[src/hw/pwr_seq_cfg.svh]
// Purpose: Offsets, field positions, reset values and timing counts
// Assumes: 50 MHz system clock, 32-bit AXI4-Lite register words
// Notes: Included by the package users and the main module
`ifndef PWR_SEQ_CFG_SVH
`define PWR_SEQ_CFG_SVH

`define CLK_HZ 50000000
`define TICK_US 1
`define TICK_CYCLES ((`CLK_HZ / 1000000) * `TICK_US)

`define OFF_CTRL 8'h00
`define OFF_IDLE_PER 8'h04
`define OFF_SLEEP_PER 8'h08
`define OFF_DEEP_PER 8'h0C
`define OFF_WAKE_PER 8'h10
`define OFF_STATUS 8'h14
`define OFF_IRQ_STAT 8'h18
`define OFF_IRQ_MASK 8'h1C

`define CTRL_AUTO_BIT 0
`define CTRL_TIMED_BIT 1
`define CTRL_REG_EN_BIT 2
`define CTRL_FORCE_WAKE_BIT 3
`define CTRL_FORCE_DEEP_BIT 4

`define IRQ_STEP_BIT 0
`define IRQ_WAKE_BIT 1
`define IRQ_TIMED_BIT 2
`define IRQ_W 3

`define CTRL_RESET 32'h0000_0005
`define IDLE_PER_RESET 32'h0000_03E8
`define SLEEP_PER_RESET 32'h0000_2710
`define DEEP_PER_RESET 32'h0001_86A0
`define WAKE_PER_RESET 32'h000F_4240

`endif

[src/hw/pwr_seq_pkg.sv]
// Purpose: Types shared by the power sequencer files
// Assumes: Nothing beyond the cfg header
// Notes: Gray codes along active-idle-sleep-deep path
package pwr_seq_pkg;
  typedef enum logic [2:0] {
    PM_ACTIVE = 3'h0,
    PM_IDLE = 3'h1,
    PM_SLEEP = 3'h3,
    PM_DEEP = 3'h2,
    PM_TIMED_DEEP = 3'h6
  } pwr_state_t;
endpackage : pwr_seq_pkg

[src/hw/aon_wake_watch.sv]
// Purpose: Always-on watch logic that keeps a wake timer in deep power-off
// Assumes: Tick is a one-cycle enable pulse
// Notes: Stays powered while the core regulator output is off
`timescale 1ns/1ps
module aon_wake_watch #(
  parameter int WIDTH = 32
) (
  input wire logic sys_clk,
  input wire logic rst_n,
  input wire logic tick,
  input wire logic deep_active,
  input wire logic timed,
  input wire logic [WIDTH-1:0] wake_period,
  input wire logic user_event,
  output logic wake_event,
  output logic wake_timed
);
  logic [WIDTH-1:0] cnt_reg;
  logic [WIDTH-1:0] cnt_next;
  logic wake_reg;
  logic wake_next;
  logic timed_reg;
  logic timed_next;

  always_comb
  begin
    cnt_next = cnt_reg;
    wake_next = 1'b0;
    timed_next = 1'b0;
    if (!deep_active)
    begin
      cnt_next = '0;
    end
    else if (user_event)
    begin
      wake_next = 1'b1;
    end
    else if (timed && tick)
    begin
      if (cnt_reg + 1'b1 >= wake_period)
      begin
        wake_next = 1'b1;
        timed_next = 1'b1;
        cnt_next = '0;
      end
      else
      begin
        cnt_next = cnt_reg + 1'b1;
      end
    end
  end

  always_ff @(posedge sys_clk or negedge rst_n)
  begin
    if (!rst_n)
    begin
      cnt_reg <= '0;
      wake_reg <= 1'b0;
      timed_reg <= 1'b0;
    end
    else
    begin
      cnt_reg <= cnt_next;
      wake_reg <= wake_next;
      timed_reg <= timed_next;
    end
  end

  assign wake_event = wake_reg;
  assign wake_timed = timed_reg;
endmodule : aon_wake_watch

[src/hw/power_mode_sequencer.sv]
// Purpose: Power-mode sequencer with radio power-down controls
// Assumes: AXI4-Lite slave, one 50 MHz clock, periods in microsecond ticks
// Notes: Our own design choices follow
//
// Our own choices: the AXI4-Lite register port and the placing of the registers.
`timescale 1ns/1ps
`include "pwr_seq_cfg.svh"
module power_mode_sequencer #(
  parameter int PER_W = 32
) (
  input wire logic sys_clk,
  input wire logic rst_n,
  input wire logic [7:0] s_axi_awaddr,
  input wire logic s_axi_awvalid,
  output logic s_axi_awready,
  input wire logic [31:0] s_axi_wdata,
  input wire logic [3:0] s_axi_wstrb,
  input wire logic s_axi_wvalid,
  output logic s_axi_wready,
  output logic [1:0] s_axi_bresp,
  output logic s_axi_bvalid,
  input wire logic s_axi_bready,
  input wire logic [7:0] s_axi_araddr,
  input wire logic s_axi_arvalid,
  output logic s_axi_arready,
  output logic [31:0] s_axi_rdata,
  output logic [1:0] s_axi_rresp,
  output logic s_axi_rvalid,
  input wire logic s_axi_rready,
  input wire logic user_activity,
  input wire logic bb_tx_req,
  input wire logic bb_rx_req,
  output logic tx_pd,
  output logic rx_pd,
  output logic pll_pd,
  output logic pa_pd,
  output logic core_regulator_output,
  output logic [2:0] pwr_state,
  output logic irq
);
  import pwr_seq_pkg::*;

  function automatic logic [31:0] wmerge(input logic [31:0] old, input logic [31:0] d,
                                         input logic [3:0] be);
    logic [31:0] r;
    r = old;
    for (int i = 0; i < 4; i++)
    begin
      if (be[i])
      begin
        r[8*i +: 8] = d[8*i +: 8];
      end
    end
    return r;
  endfunction : wmerge

  logic aw_full_reg, aw_full_next, w_full_reg, w_full_next;
  logic [7:0] aw_addr_reg, aw_addr_next;
  logic [31:0] w_data_reg, w_data_next;
  logic [3:0] w_strb_reg, w_strb_next;
  logic bvalid_reg, bvalid_next;
  logic [1:0] bresp_reg, bresp_next;
  logic rvalid_reg, rvalid_next;
  logic [31:0] rdata_reg, rdata_next;
  logic [1:0] rresp_reg, rresp_next;
  logic [31:0] ctrl_reg, ctrl_next;
  logic [31:0] idle_per_reg, idle_per_next;
  logic [31:0] sleep_per_reg, sleep_per_next;
  logic [31:0] deep_per_reg, deep_per_next;
  logic [31:0] wake_per_reg, wake_per_next;
  logic [`IRQ_W-1:0] irq_stat_reg, irq_stat_next;
  logic [`IRQ_W-1:0] irq_mask_reg, irq_mask_next;
  logic irq_reg, irq_next;
  pwr_state_t st_reg, st_next;
  logic [PER_W-1:0] idle_cnt_reg, idle_cnt_next;
  logic [5:0] tick_cnt_reg, tick_cnt_next;
  logic tick;
  logic [3:0] pd_reg, pd_next;
  logic ldo_reg, ldo_next;
  logic wake_event, wake_timed;
  logic do_write, do_read, force_wake, step_evt, activity;
  logic [PER_W-1:0] cur_period;

  assign tick = (tick_cnt_reg == 6'(`TICK_CYCLES - 1));
  assign do_write = aw_full_reg && w_full_reg && !bvalid_reg;
  assign do_read = s_axi_arvalid && !rvalid_reg;
  assign force_wake = do_write && aw_addr_reg == `OFF_CTRL && w_strb_reg[0]
                      && w_data_reg[`CTRL_FORCE_WAKE_BIT];
  assign activity = user_activity || bb_tx_req || bb_rx_req || force_wake;

  always_comb
  begin
    case (st_reg)
      PM_ACTIVE: cur_period = PER_W'(idle_per_reg);
      PM_IDLE: cur_period = PER_W'(sleep_per_reg);
      PM_SLEEP: cur_period = PER_W'(deep_per_reg);
      default: cur_period = '1;
    endcase
  end

  // Bus slave: address and data taken in either order
  always_comb
  begin
    aw_full_next = aw_full_reg;
    aw_addr_next = aw_addr_reg;
    w_full_next = w_full_reg;
    w_data_next = w_data_reg;
    w_strb_next = w_strb_reg;
    bvalid_next = bvalid_reg;
    bresp_next = bresp_reg;
    rvalid_next = rvalid_reg;
    rdata_next = rdata_reg;
    rresp_next = rresp_reg;
    ctrl_next = ctrl_reg;
    idle_per_next = idle_per_reg;
    sleep_per_next = sleep_per_reg;
    deep_per_next = deep_per_reg;
    wake_per_next = wake_per_reg;
    irq_mask_next = irq_mask_reg;
    irq_stat_next = irq_stat_reg;
    if (s_axi_awvalid && !aw_full_reg)
    begin
      aw_full_next = 1'b1;
      aw_addr_next = s_axi_awaddr;
    end
    if (s_axi_wvalid && !w_full_reg)
    begin
      w_full_next = 1'b1;
      w_data_next = s_axi_wdata;
      w_strb_next = s_axi_wstrb;
    end
    if (do_write)
    begin
      aw_full_next = 1'b0;
      w_full_next = 1'b0;
      bvalid_next = 1'b1;
      bresp_next = 2'h0;
      case (aw_addr_reg)
        `OFF_CTRL: ctrl_next = wmerge(ctrl_reg, w_data_reg, w_strb_reg) & 32'h0000_0007;
        `OFF_IDLE_PER: idle_per_next = wmerge(idle_per_reg, w_data_reg, w_strb_reg);
        `OFF_SLEEP_PER: sleep_per_next = wmerge(sleep_per_reg, w_data_reg, w_strb_reg);
        `OFF_DEEP_PER: deep_per_next = wmerge(deep_per_reg, w_data_reg, w_strb_reg);
        `OFF_WAKE_PER: wake_per_next = wmerge(wake_per_reg, w_data_reg, w_strb_reg);
        `OFF_IRQ_MASK: irq_mask_next = 3'(wmerge({29'h0, irq_mask_reg}, w_data_reg,
                                                 w_strb_reg));
        `OFF_STATUS, `OFF_IRQ_STAT: bresp_next = 2'h0;
        default: bresp_next = 2'h2;
      endcase
    end
    if (bvalid_reg && s_axi_bready)
    begin
      bvalid_next = 1'b0;
    end
    if (rvalid_reg && s_axi_rready)
    begin
      rvalid_next = 1'b0;
    end
    if (do_read)
    begin
      rvalid_next = 1'b1;
      rresp_next = 2'h0;
      case (s_axi_araddr)
        `OFF_CTRL: rdata_next = ctrl_reg;
        `OFF_IDLE_PER: rdata_next = idle_per_reg;
        `OFF_SLEEP_PER: rdata_next = sleep_per_reg;
        `OFF_DEEP_PER: rdata_next = deep_per_reg;
        `OFF_WAKE_PER: rdata_next = wake_per_reg;
        `OFF_STATUS: rdata_next = {23'h0, ldo_reg, pd_reg, 1'b0, st_reg};
        `OFF_IRQ_STAT: rdata_next = {29'h0, irq_stat_reg};
        `OFF_IRQ_MASK: rdata_next = {29'h0, irq_mask_reg};
        default:
        begin
          rdata_next = 32'h0000_0000;
          rresp_next = 2'h2;
        end
      endcase
      if (s_axi_araddr == `OFF_IRQ_STAT)
      begin
        irq_stat_next = '0;
      end
    end
    // Set wins over the read clear
    if (step_evt)
    begin
      irq_stat_next[`IRQ_STEP_BIT] = 1'b1;
    end
    if (wake_event)
    begin
      irq_stat_next[`IRQ_WAKE_BIT] = 1'b1;
    end
    if (wake_timed)
    begin
      irq_stat_next[`IRQ_TIMED_BIT] = 1'b1;
    end
    irq_next = |(irq_stat_next & irq_mask_next);
  end

  // Power state walk
  always_comb
  begin
    st_next = st_reg;
    idle_cnt_next = idle_cnt_reg;
    tick_cnt_next = tick ? 6'h00 : tick_cnt_reg + 6'h01;
    step_evt = 1'b0;
    if (st_reg == PM_DEEP || st_reg == PM_TIMED_DEEP)
    begin
      if (wake_event)
      begin
        st_next = PM_ACTIVE;
        idle_cnt_next = '0;
      end
    end
    else if (activity)
    begin
      st_next = PM_ACTIVE;
      idle_cnt_next = '0;
    end
    else if (ctrl_reg[`CTRL_AUTO_BIT] && tick)
    begin
      if (idle_cnt_reg + 1'b1 >= cur_period)
      begin
        idle_cnt_next = '0;
        step_evt = 1'b1;
        case (st_reg)
          PM_ACTIVE: st_next = PM_IDLE;
          PM_IDLE: st_next = PM_SLEEP;
          PM_SLEEP: st_next = ctrl_reg[`CTRL_TIMED_BIT] ? PM_TIMED_DEEP : PM_DEEP;
          default: st_next = st_reg;
        endcase
      end
      else
      begin
        idle_cnt_next = idle_cnt_reg + 1'b1;
      end
    end
    if (do_write && aw_addr_reg == `OFF_CTRL && w_strb_reg[0]
        && w_data_reg[`CTRL_FORCE_DEEP_BIT] && !activity)
    begin
      st_next = ctrl_reg[`CTRL_TIMED_BIT] ? PM_TIMED_DEEP : PM_DEEP;
      step_evt = 1'b1;
    end
  end

  // Radio and regulator controls: pd bits are tx, rx, pll, pa
  always_comb
  begin
    pd_next = 4'hF;
    if (st_next == PM_ACTIVE)
    begin
      pd_next[0] = !bb_tx_req;
      pd_next[1] = !bb_rx_req;
      pd_next[2] = !(bb_tx_req || bb_rx_req);
      pd_next[3] = !bb_tx_req;
    end
    // Only shut regulator when firmware allows it; follows the enable write at once
    ldo_next = !((st_next == PM_DEEP || st_next == PM_TIMED_DEEP)
                 && ctrl_next[`CTRL_REG_EN_BIT]);
  end

  aon_wake_watch #(
    .WIDTH(32)
  ) u_aon (
    .sys_clk(sys_clk),
    .rst_n(rst_n),
    .tick(tick),
    .deep_active(st_reg == PM_DEEP || st_reg == PM_TIMED_DEEP),
    .timed(st_reg == PM_TIMED_DEEP),
    .wake_period(wake_per_reg),
    .user_event(user_activity),
    .wake_event(wake_event),
    .wake_timed(wake_timed)
  );

  always_ff @(posedge sys_clk or negedge rst_n)
  begin
    if (!rst_n)
    begin
      aw_full_reg <= 1'b0;
      aw_addr_reg <= 8'h00;
      w_full_reg <= 1'b0;
      w_data_reg <= 32'h0000_0000;
      w_strb_reg <= 4'h0;
      bvalid_reg <= 1'b0;
      bresp_reg <= 2'h0;
      rvalid_reg <= 1'b0;
      rdata_reg <= 32'h0000_0000;
      rresp_reg <= 2'h0;
      ctrl_reg <= `CTRL_RESET;
      idle_per_reg <= `IDLE_PER_RESET;
      sleep_per_reg <= `SLEEP_PER_RESET;
      deep_per_reg <= `DEEP_PER_RESET;
      wake_per_reg <= `WAKE_PER_RESET;
      irq_stat_reg <= '0;
      irq_mask_reg <= '0;
      irq_reg <= 1'b0;
      st_reg <= PM_ACTIVE;
      idle_cnt_reg <= '0;
      tick_cnt_reg <= 6'h00;
      pd_reg <= 4'hF;
      ldo_reg <= 1'b1;
    end
    else
    begin
      aw_full_reg <= aw_full_next;
      aw_addr_reg <= aw_addr_next;
      w_full_reg <= w_full_next;
      w_data_reg <= w_data_next;
      w_strb_reg <= w_strb_next;
      bvalid_reg <= bvalid_next;
      bresp_reg <= bresp_next;
      rvalid_reg <= rvalid_next;
      rdata_reg <= rdata_next;
      rresp_reg <= rresp_next;
      ctrl_reg <= ctrl_next;
      idle_per_reg <= idle_per_next;
      sleep_per_reg <= sleep_per_next;
      deep_per_reg <= deep_per_next;
      wake_per_reg <= wake_per_next;
      irq_stat_reg <= irq_stat_next;
      irq_mask_reg <= irq_mask_next;
      irq_reg <= irq_next;
      st_reg <= st_next;
      idle_cnt_reg <= idle_cnt_next;
      tick_cnt_reg <= tick_cnt_next;
      pd_reg <= pd_next;
      ldo_reg <= ldo_next;
    end
  end

  assign s_axi_awready = !aw_full_reg;
  assign s_axi_wready = !w_full_reg;
  assign s_axi_bvalid = bvalid_reg;
  assign s_axi_bresp = bresp_reg;
  assign s_axi_arready = !rvalid_reg;
  assign s_axi_rvalid = rvalid_reg;
  assign s_axi_rdata = rdata_reg;
  assign s_axi_rresp = rresp_reg;
  assign {pa_pd, pll_pd, rx_pd, tx_pd} = pd_reg;
  assign core_regulator_output = ldo_reg;
  assign pwr_state = st_reg;
  assign irq = irq_reg;

  chk_wake_active: assert property (@(posedge sys_clk) disable iff (!rst_n)
    (user_activity && st_reg != PM_DEEP && st_reg != PM_TIMED_DEEP) |=> st_reg == PM_ACTIVE)
    else $error("activity did not return to active");
  chk_deep_ldo: assert property (@(posedge sys_clk) disable iff (!rst_n)
    (st_reg == PM_DEEP && ctrl_reg[`CTRL_REG_EN_BIT]) |-> !core_regulator_output)
    else $error("regulator on in deep power-off");
  chk_ldo_fw: assert property (@(posedge sys_clk) disable iff (!rst_n)
    !ctrl_reg[`CTRL_REG_EN_BIT] && $stable(ctrl_reg) |-> core_regulator_output)
    else $error("regulator off without firmware enable");
  chk_aon_wake: assert property (@(posedge sys_clk) disable iff (!rst_n)
    (st_reg == PM_DEEP && user_activity) |-> ##2 st_reg == PM_ACTIVE)
    else $error("deep off missed user event");
  chk_step_order: assert property (@(posedge sys_clk) disable iff (!rst_n)
    (st_reg == PM_ACTIVE ##1 st_reg != PM_ACTIVE) |-> st_reg == PM_IDLE
      || st_reg == PM_DEEP || st_reg == PM_TIMED_DEEP)
    else $error("bad step from active");
  chk_tx_pd: assert property (@(posedge sys_clk) disable iff (!rst_n)
    (st_reg != PM_ACTIVE) |-> tx_pd && rx_pd && pll_pd && pa_pd)
    else $error("radio on outside active");
  chk_irq_level: assert property (@(posedge sys_clk) disable iff (!rst_n)
    irq == |(irq_stat_reg & irq_mask_reg))
    else $error("irq mismatch");
  chk_wake_flag: assert property (@(posedge sys_clk) disable iff (!rst_n)
    wake_event |=> irq_stat_reg[`IRQ_WAKE_BIT])
    else $error("wake event not flagged");
  chk_timed_wake: assert property (@(posedge sys_clk) disable iff (!rst_n)
    wake_timed |=> st_reg == PM_ACTIVE)
    else $error("timed wake did not restore");
endmodule : power_mode_sequencer

[config.mk]
export PLATFORM = sky130hd
export DESIGN_NAME = power_mode_sequencer
export DESIGN_NICKNAME = d
export VERILOG_FILES = /design/src/hw/pwr_seq_pkg.sv /design/src/hw/aon_wake_watch.sv /design/src/hw/power_mode_sequencer.sv
export VERILOG_INCLUDE_DIRS = /design/src /design/src/hw
export SDC_FILE = /design/constraint.sdc
export NUM_CORES = 1
export LEC_CHECK = 0
export BUFFER_PORTS_ARGS = -buffer_cell sky130_fd_sc_hd__buf_2
export CAP_MARGIN = 10
export CORE_MARGIN = 8
export CORE_UTILIZATION = 48
export DETAILED_ROUTE_END_ITERATION = 6
export GPL_TIMING_DRIVEN = 1
export HOLD_SLACK_MARGIN = 0.03
export PLACE_DENSITY_LB_ADDON = 0.3
export REMOVE_ABC_BUFFERS = 1
export SETUP_SLACK_MARGIN = 0.3
export SYNTH_ARGS = -nofsm -noshare
export SYNTH_HDL_FRONTEND = slang
export SYNTH_SLANG_ARGS = --single-unit
[constraint.sdc]
create_clock -name sys_clk -period 4.15 [get_ports sys_clk]
set_input_delay 0.415 -clock sys_clk [delete_from_list [all_inputs] [get_ports sys_clk]]
set_output_delay 0.415 -clock sys_clk [all_outputs]
set_load 0.05 [all_outputs]
After elaboration in Yosys (flattened, before gate mapping)
Index checks and enable logic that the tools add are counted.

operators by class
  add/subtract/negate cells = 3
  $mul = 0
  div/mod/pow operators = 0
  order comparisons = 2
  equal/unequal tests = 24
  shift-type cells = 0
  multiplexer cells = 53
  bitwise gates (word level) = 1
  reductions and logical operators = 61

operator list
  kind                   count
  $mux 32                9
  $pmux 32 s8            1
  $pmux 32 s3            1
  $add 32x1->32 const B  2
  $eq 8x5->1 const B     8
  $ge 32x32->1           2
  $reduce_and 3->1       17
  $mux 3                 15
  $eq 8x4->1 const B     4
  $mux 1                 22
  $eq 8x3->1 const B     2
  $logic_not 8->1        2
  $reduce_or 8->1        2
  $logic_and 1x1->1      15
  $eq 3x2->1 const B     3
  $logic_not 1->1        9
  $pmux 3 s3             1
  $reduce_bool 2->1      4
  $add 6x1->6 const B    1
  $eq 3x3->1 const B     2
  $eq 6x6->1 const B     1
  $logic_not 3->1        2
  $logic_or 1x1->1       6
  $mux 6                 1
  other kinds (8)        12

storage, ports and cells
  bits in registers = 302
  bits in latches = 0
  bits in writable memories = 0
  bits in read-only memories = 0
  input port bits = 62
  output and inout port bits = 50
  word-level logic and storage cells = 183
  memories = 0

Longest topological paths before layout
  depth in word-level cells = 13
  gate-level depth with buffers = 17

Hierarchy
Synthesis repeated with hierarchy kept, for this count alone.

unflattened totals
  cell total of the unflattened synthesis = 1468
  area total of the unflattened synthesis = 15897.7 µm²

modules (own cells, without submodules)
  module                times used  cells an instance  area an instance (µm²)  seq. area each (µm²)
  power_mode_sequencer  1           1175               13161.4                 6668.9
  aon_wake_watch        1           293                2736.4                  850.8

Worst setup path after synthesis
Ideal clock, no wire load.

  kind = register to register
  start = reg u_aon.cnt_reg[0]
  end = reg u_aon.cnt_reg[21]
  library setup time = 0.065 ns
  arrival time = 3.933 ns
  required time = 4.085 ns
  setup slack = 0.152 ns
  cell stages (with the launch flop) = 18
  buffers on the path = 2
  period minus slack after synthesis = 3.998 ns
  cells stage by stage = dfrtp_1 -> ha_1 -> nand3_1 -> or4_4 -> nor4_4 -> nand2_1 -> and2_1 -> or2_2 -> ha_1 -> nand2_1 -> o21ai_0 -> a2111oi_0 -> o21ai_0 -> a31oi_1 -> buf_2 -> buf_2 -> o21ai_0 -> nand2_1

on the way
  longest elaborated chain between the ends = 6

ends and longest elaborated chain
  element                 line                                        source
  start, declared         aon_wake_watch.sv:18                        logic [WIDTH-1:0] cnt_reg;
  start signal, assigned  aon_wake_watch.sv:63                        cnt_reg <= cnt_next;
  $add 32x1->32 *         aon_wake_watch.sv:40, aon_wake_watch.sv:48
  $ge 32x32->1            aon_wake_watch.sv:40                        if (cnt_reg + 1'b1 >= wake_period)
  $mux 32 *               aon_wake_watch.sv:40
  $mux 32 *               aon_wake_watch.sv:38                        else if (timed && tick)
  $mux 32 *               aon_wake_watch.sv:34                        else if (user_event)
  $mux 32 *               aon_wake_watch.sv:30                        if (!deep_active)

Mark *: on every way between the ends. The rest lies on a longest branch, timed or not. The select of a mux whose other input is x is not followed.
A chain may end at the register's enable or synchronous reset.

Final worst setup path
  start = reg u_aon.cnt_reg[0]
  end = reg u_aon.cnt_reg[7]

Same word-level chain as after synthesis.

==> run summary <==
H-tree levels: 2
crit-path most repeated cell: nand4_1
RSZ-0062 raised after global routing: yes
initial DRC count: 1069
period utilisation layout: 0.945
Post-synth ARST share: 1.00
# DRC: 0
Total GRT Usage: 0.217
Port-buffer cells: 109
Core Area: 0.0326 mm2
final setup violation count: 0
sequential cell area: 0.00752 mm2
Cells after Synth: 1531
Hold WS: 0.0834 ns
Slew @ Worst Pin: 1.17 ns
footprint of the multi-input gates: 0.00840 mm2
Area Overhead vs Synth: 21.0%
Worst Hold Class: in -> reg
Reg clk slew, reported paths: 0.06 ns
mux cell area share after synthesis: 0.150
largest family of logic cells by synthesized area: simple AND/OR/NAND/NOR gates
Finished Core Util: 0.591
layout cells sized above 1: 0.334
initial antenna violation count: 1
Max Freq: 255 MHz
Final WS setup: 0.228 ns
Remaining Overflow, GRT: 0
WP data required: 4.58 ns
clock latency at the later pin of the worst-skew pair: 0.51 ns
critical register-to-register path startpoint: u_aon.cnt_reg[0]
die area: 0.0393 mm2
crit path max-delay cell type: dfrtp_1
Layout Cells excl Fill: 2177
Clock Sinks: 299
r2r setup slk: 0.23 ns
most common cell after layout, fill and taps aside: dfrtp_1
Root Driver: clkbuf_16
Worst setup SP type: flop
dpl cells: 2078
Seq/Total Area, Yosys: 0.472
Cell Rows: 66
crit path from: u_aon.cnt_reg[0]
crit end category: flop
critical path buffer and inverter count: 3
Setup crit end: u_aon.cnt_reg[7]
XOR/XNOR Fraction of Synth Area: 0.0214
kind of cell adding the most delay to the critical path: simple AND/OR/NAND/NOR gates
WP data arrival: 4.35 ns
post-synthesis register bit count: 299
I/O pin cnt: 112
Crit path depth: 17
compound-cell area share of the yosys netlist: 0.120
most frequent cells in the layout: 266 x dfrtp_1, 176 x mux2_2, 171 x nand2_1, 109 x buf_2, 103 x nor2_1
initial core utilization: 0.489
Setup CP Type: reg -> reg
cells on worst reg2reg path: 17
crit-path cells: buf_6, and4_4, nand4_1, nor4_2, buf_4, nand4_1, and2_4, or2_4, ha_4, a21oi_2, o21ai_2, a2111oi_4, buf_4, nand4_1, a31o_2, or3_1, o21ai_1
Avg WL per Cell: 20.0 um
Syn Area/Cell: 10.4 um2
clk buf depth: 3
Final Slew Violations: 0
CTS Buf Count: 35
count of cell types in the netlist: 70
Die Span X: 198 um
Yosys Warn Count: 0
total wire length: 43.6 mm
clk_skew: 0.0155 ns
leakage: 9.00 nW
Placer Congestion: 0.876
Filler cells: 2724
remaining antenna violation count: 0
Final min period: 3.92 ns
DP Worst Slack: -0.123 ns
vias per inst: 5.79
final total power: 0.00888 W
fin nets: 1838
Hold Violations, Final: 0
run status: completed
Simple-Gate Fraction of Synth Area: 0.154
Post-Syn Area: 0.0159 mm2
worst-path maximum fanout: 6
largest net degree at the start of global routing: 91
Post-Synth Adder-Cell Area: 0.0534
EDFF count, synth: 0
capturing point of the worst reg2reg path: u_aon.cnt_reg[7]
CTS tree: yes
maximum VDD drop: 0.000322 V
DR pass1 iterations: 6
first-pass GRT wire length: 68.4 mm
routed via count: 12600
number of global-route vias before repair: 12500
Max-Cap Viols: 0
Slew HR: 0.219
HPWL after DPL: 29.7 mm
Main synth FF type: dfrtp_1
pwr dens: 461 mW/mm2
Die Ht: 198 um
Max stage delay on crit path: 0.37 ns
-- synth_stat cells (10+ instances only) --
cell type | count | area share
and2_1 | 14 | 0.0055
mux2i_1 | 37 | 0.023
a222oi_1 | 24 | 0.015
xnor2_1 | 29 | 0.016
inv_1 | 51 | 0.012
nor2b_1 | 18 | 0.0071
nand3_1 | 30 | 0.0094
and3_1 | 21 | 0.0082
ha_1 | 68 | 0.053
dfrtp_1 | 269 | 0.42
nand4_1 | 22 | 0.0086
a21oi_1 | 63 | 0.020
nor2_1 | 109 | 0.026
and4_1 | 11 | 0.0060
dfstp_2 | 30 | 0.049
or2_2 | 26 | 0.010
o21ai_0 | 116 | 0.036
mux2_2 | 176 | 0.12
nor3_1 | 22 | 0.0069
nand2_1 | 176 | 0.041
a22o_1 | 32 | 0.018
clkbuf_1 | 54 | 0.013
xor2_1 | 10 | 0.0055
-- final cells by class --
type	instances	area share
flip-flops and latches	299	0.390
well taps	442	0.0287
diodes	1	0.000130
inverters	51	0.00993
repair buffers	205	0.0723
clock inverters	12	0.0112
multi-input cells	1116	0.435
clock buffers	51	0.0523
-- cell families after synthesis --
| group | after synthesis |
|---|---|
| AO/OA/AOI/OAI | 296 |
| AND/OR/NAND/NOR | 495 |
| buffers and inverters | 118 |
| adder cells (fa/ha/maj) | 68 |
| XOR/XNOR | 39 |
| other | 1 |
| multiplexers | 215 |
| flip-flops | 299 |
-- metal layers --
layer | share of wire | up-vias | global-route usage
met1 | 0.43 | 6266 | 0.295
li1 | - | 5885 | -
met4 | 0.029 | 0 | 0.0783
met2 | 0.48 | 367 | 0.348
met3 | 0.058 | 79 | 0.0340
met5 | 0 | - | 0
-- report_power, final --
group,total [W],switching [W],internal (W)
sequential,0.00388,0.000491,0.00339
combinational,0.00171,0.000951,0.000762
clock,0.00329,0.00122,0.00206
-- metrics by stage --
step / area, um2 / setup TNS [ns]
5_1_grt: 19300 / -0.0379
6_report: 19300 / 0
4_1_cts: 18700 / 0
2_1_floorplan: 15700 / -42.63
3_3_place_gp: 17400 / -0.0541
3_5_place_dp: 17400 / -1.70
-- repair_timing --
action / in CTS / in global routing
gates cloned: 0 / 3
pin swaps: 11 / 40
hold buffers: 1 / 0
endpoints found under the hold margin: 63 / 0
setup buffers: 6 / 25
endpoints found under the setup margin: 68 / 74
gates resized for setup: 11 / 106
-- worst min path at each step --
stage / startpoint / end / slack [ns] / depth (start not counted)
detailed placement: rst_n / aw_addr_reg[6] / 0.44 / 1
finish: s_axi_rready / s_axi_rvalid / 0.08 / 2
global placement: rst_n / aw_addr_reg[6] / 0.43 / 1
floorplan: rst_n / aw_addr_reg[0] / 0.12 / 0
CTS: s_axi_rready / s_axi_rvalid / 0.06 / 2
global route: s_axi_rready / s_axi_rvalid / 0.07 / 2
Power figures use the tool's default switching activity.
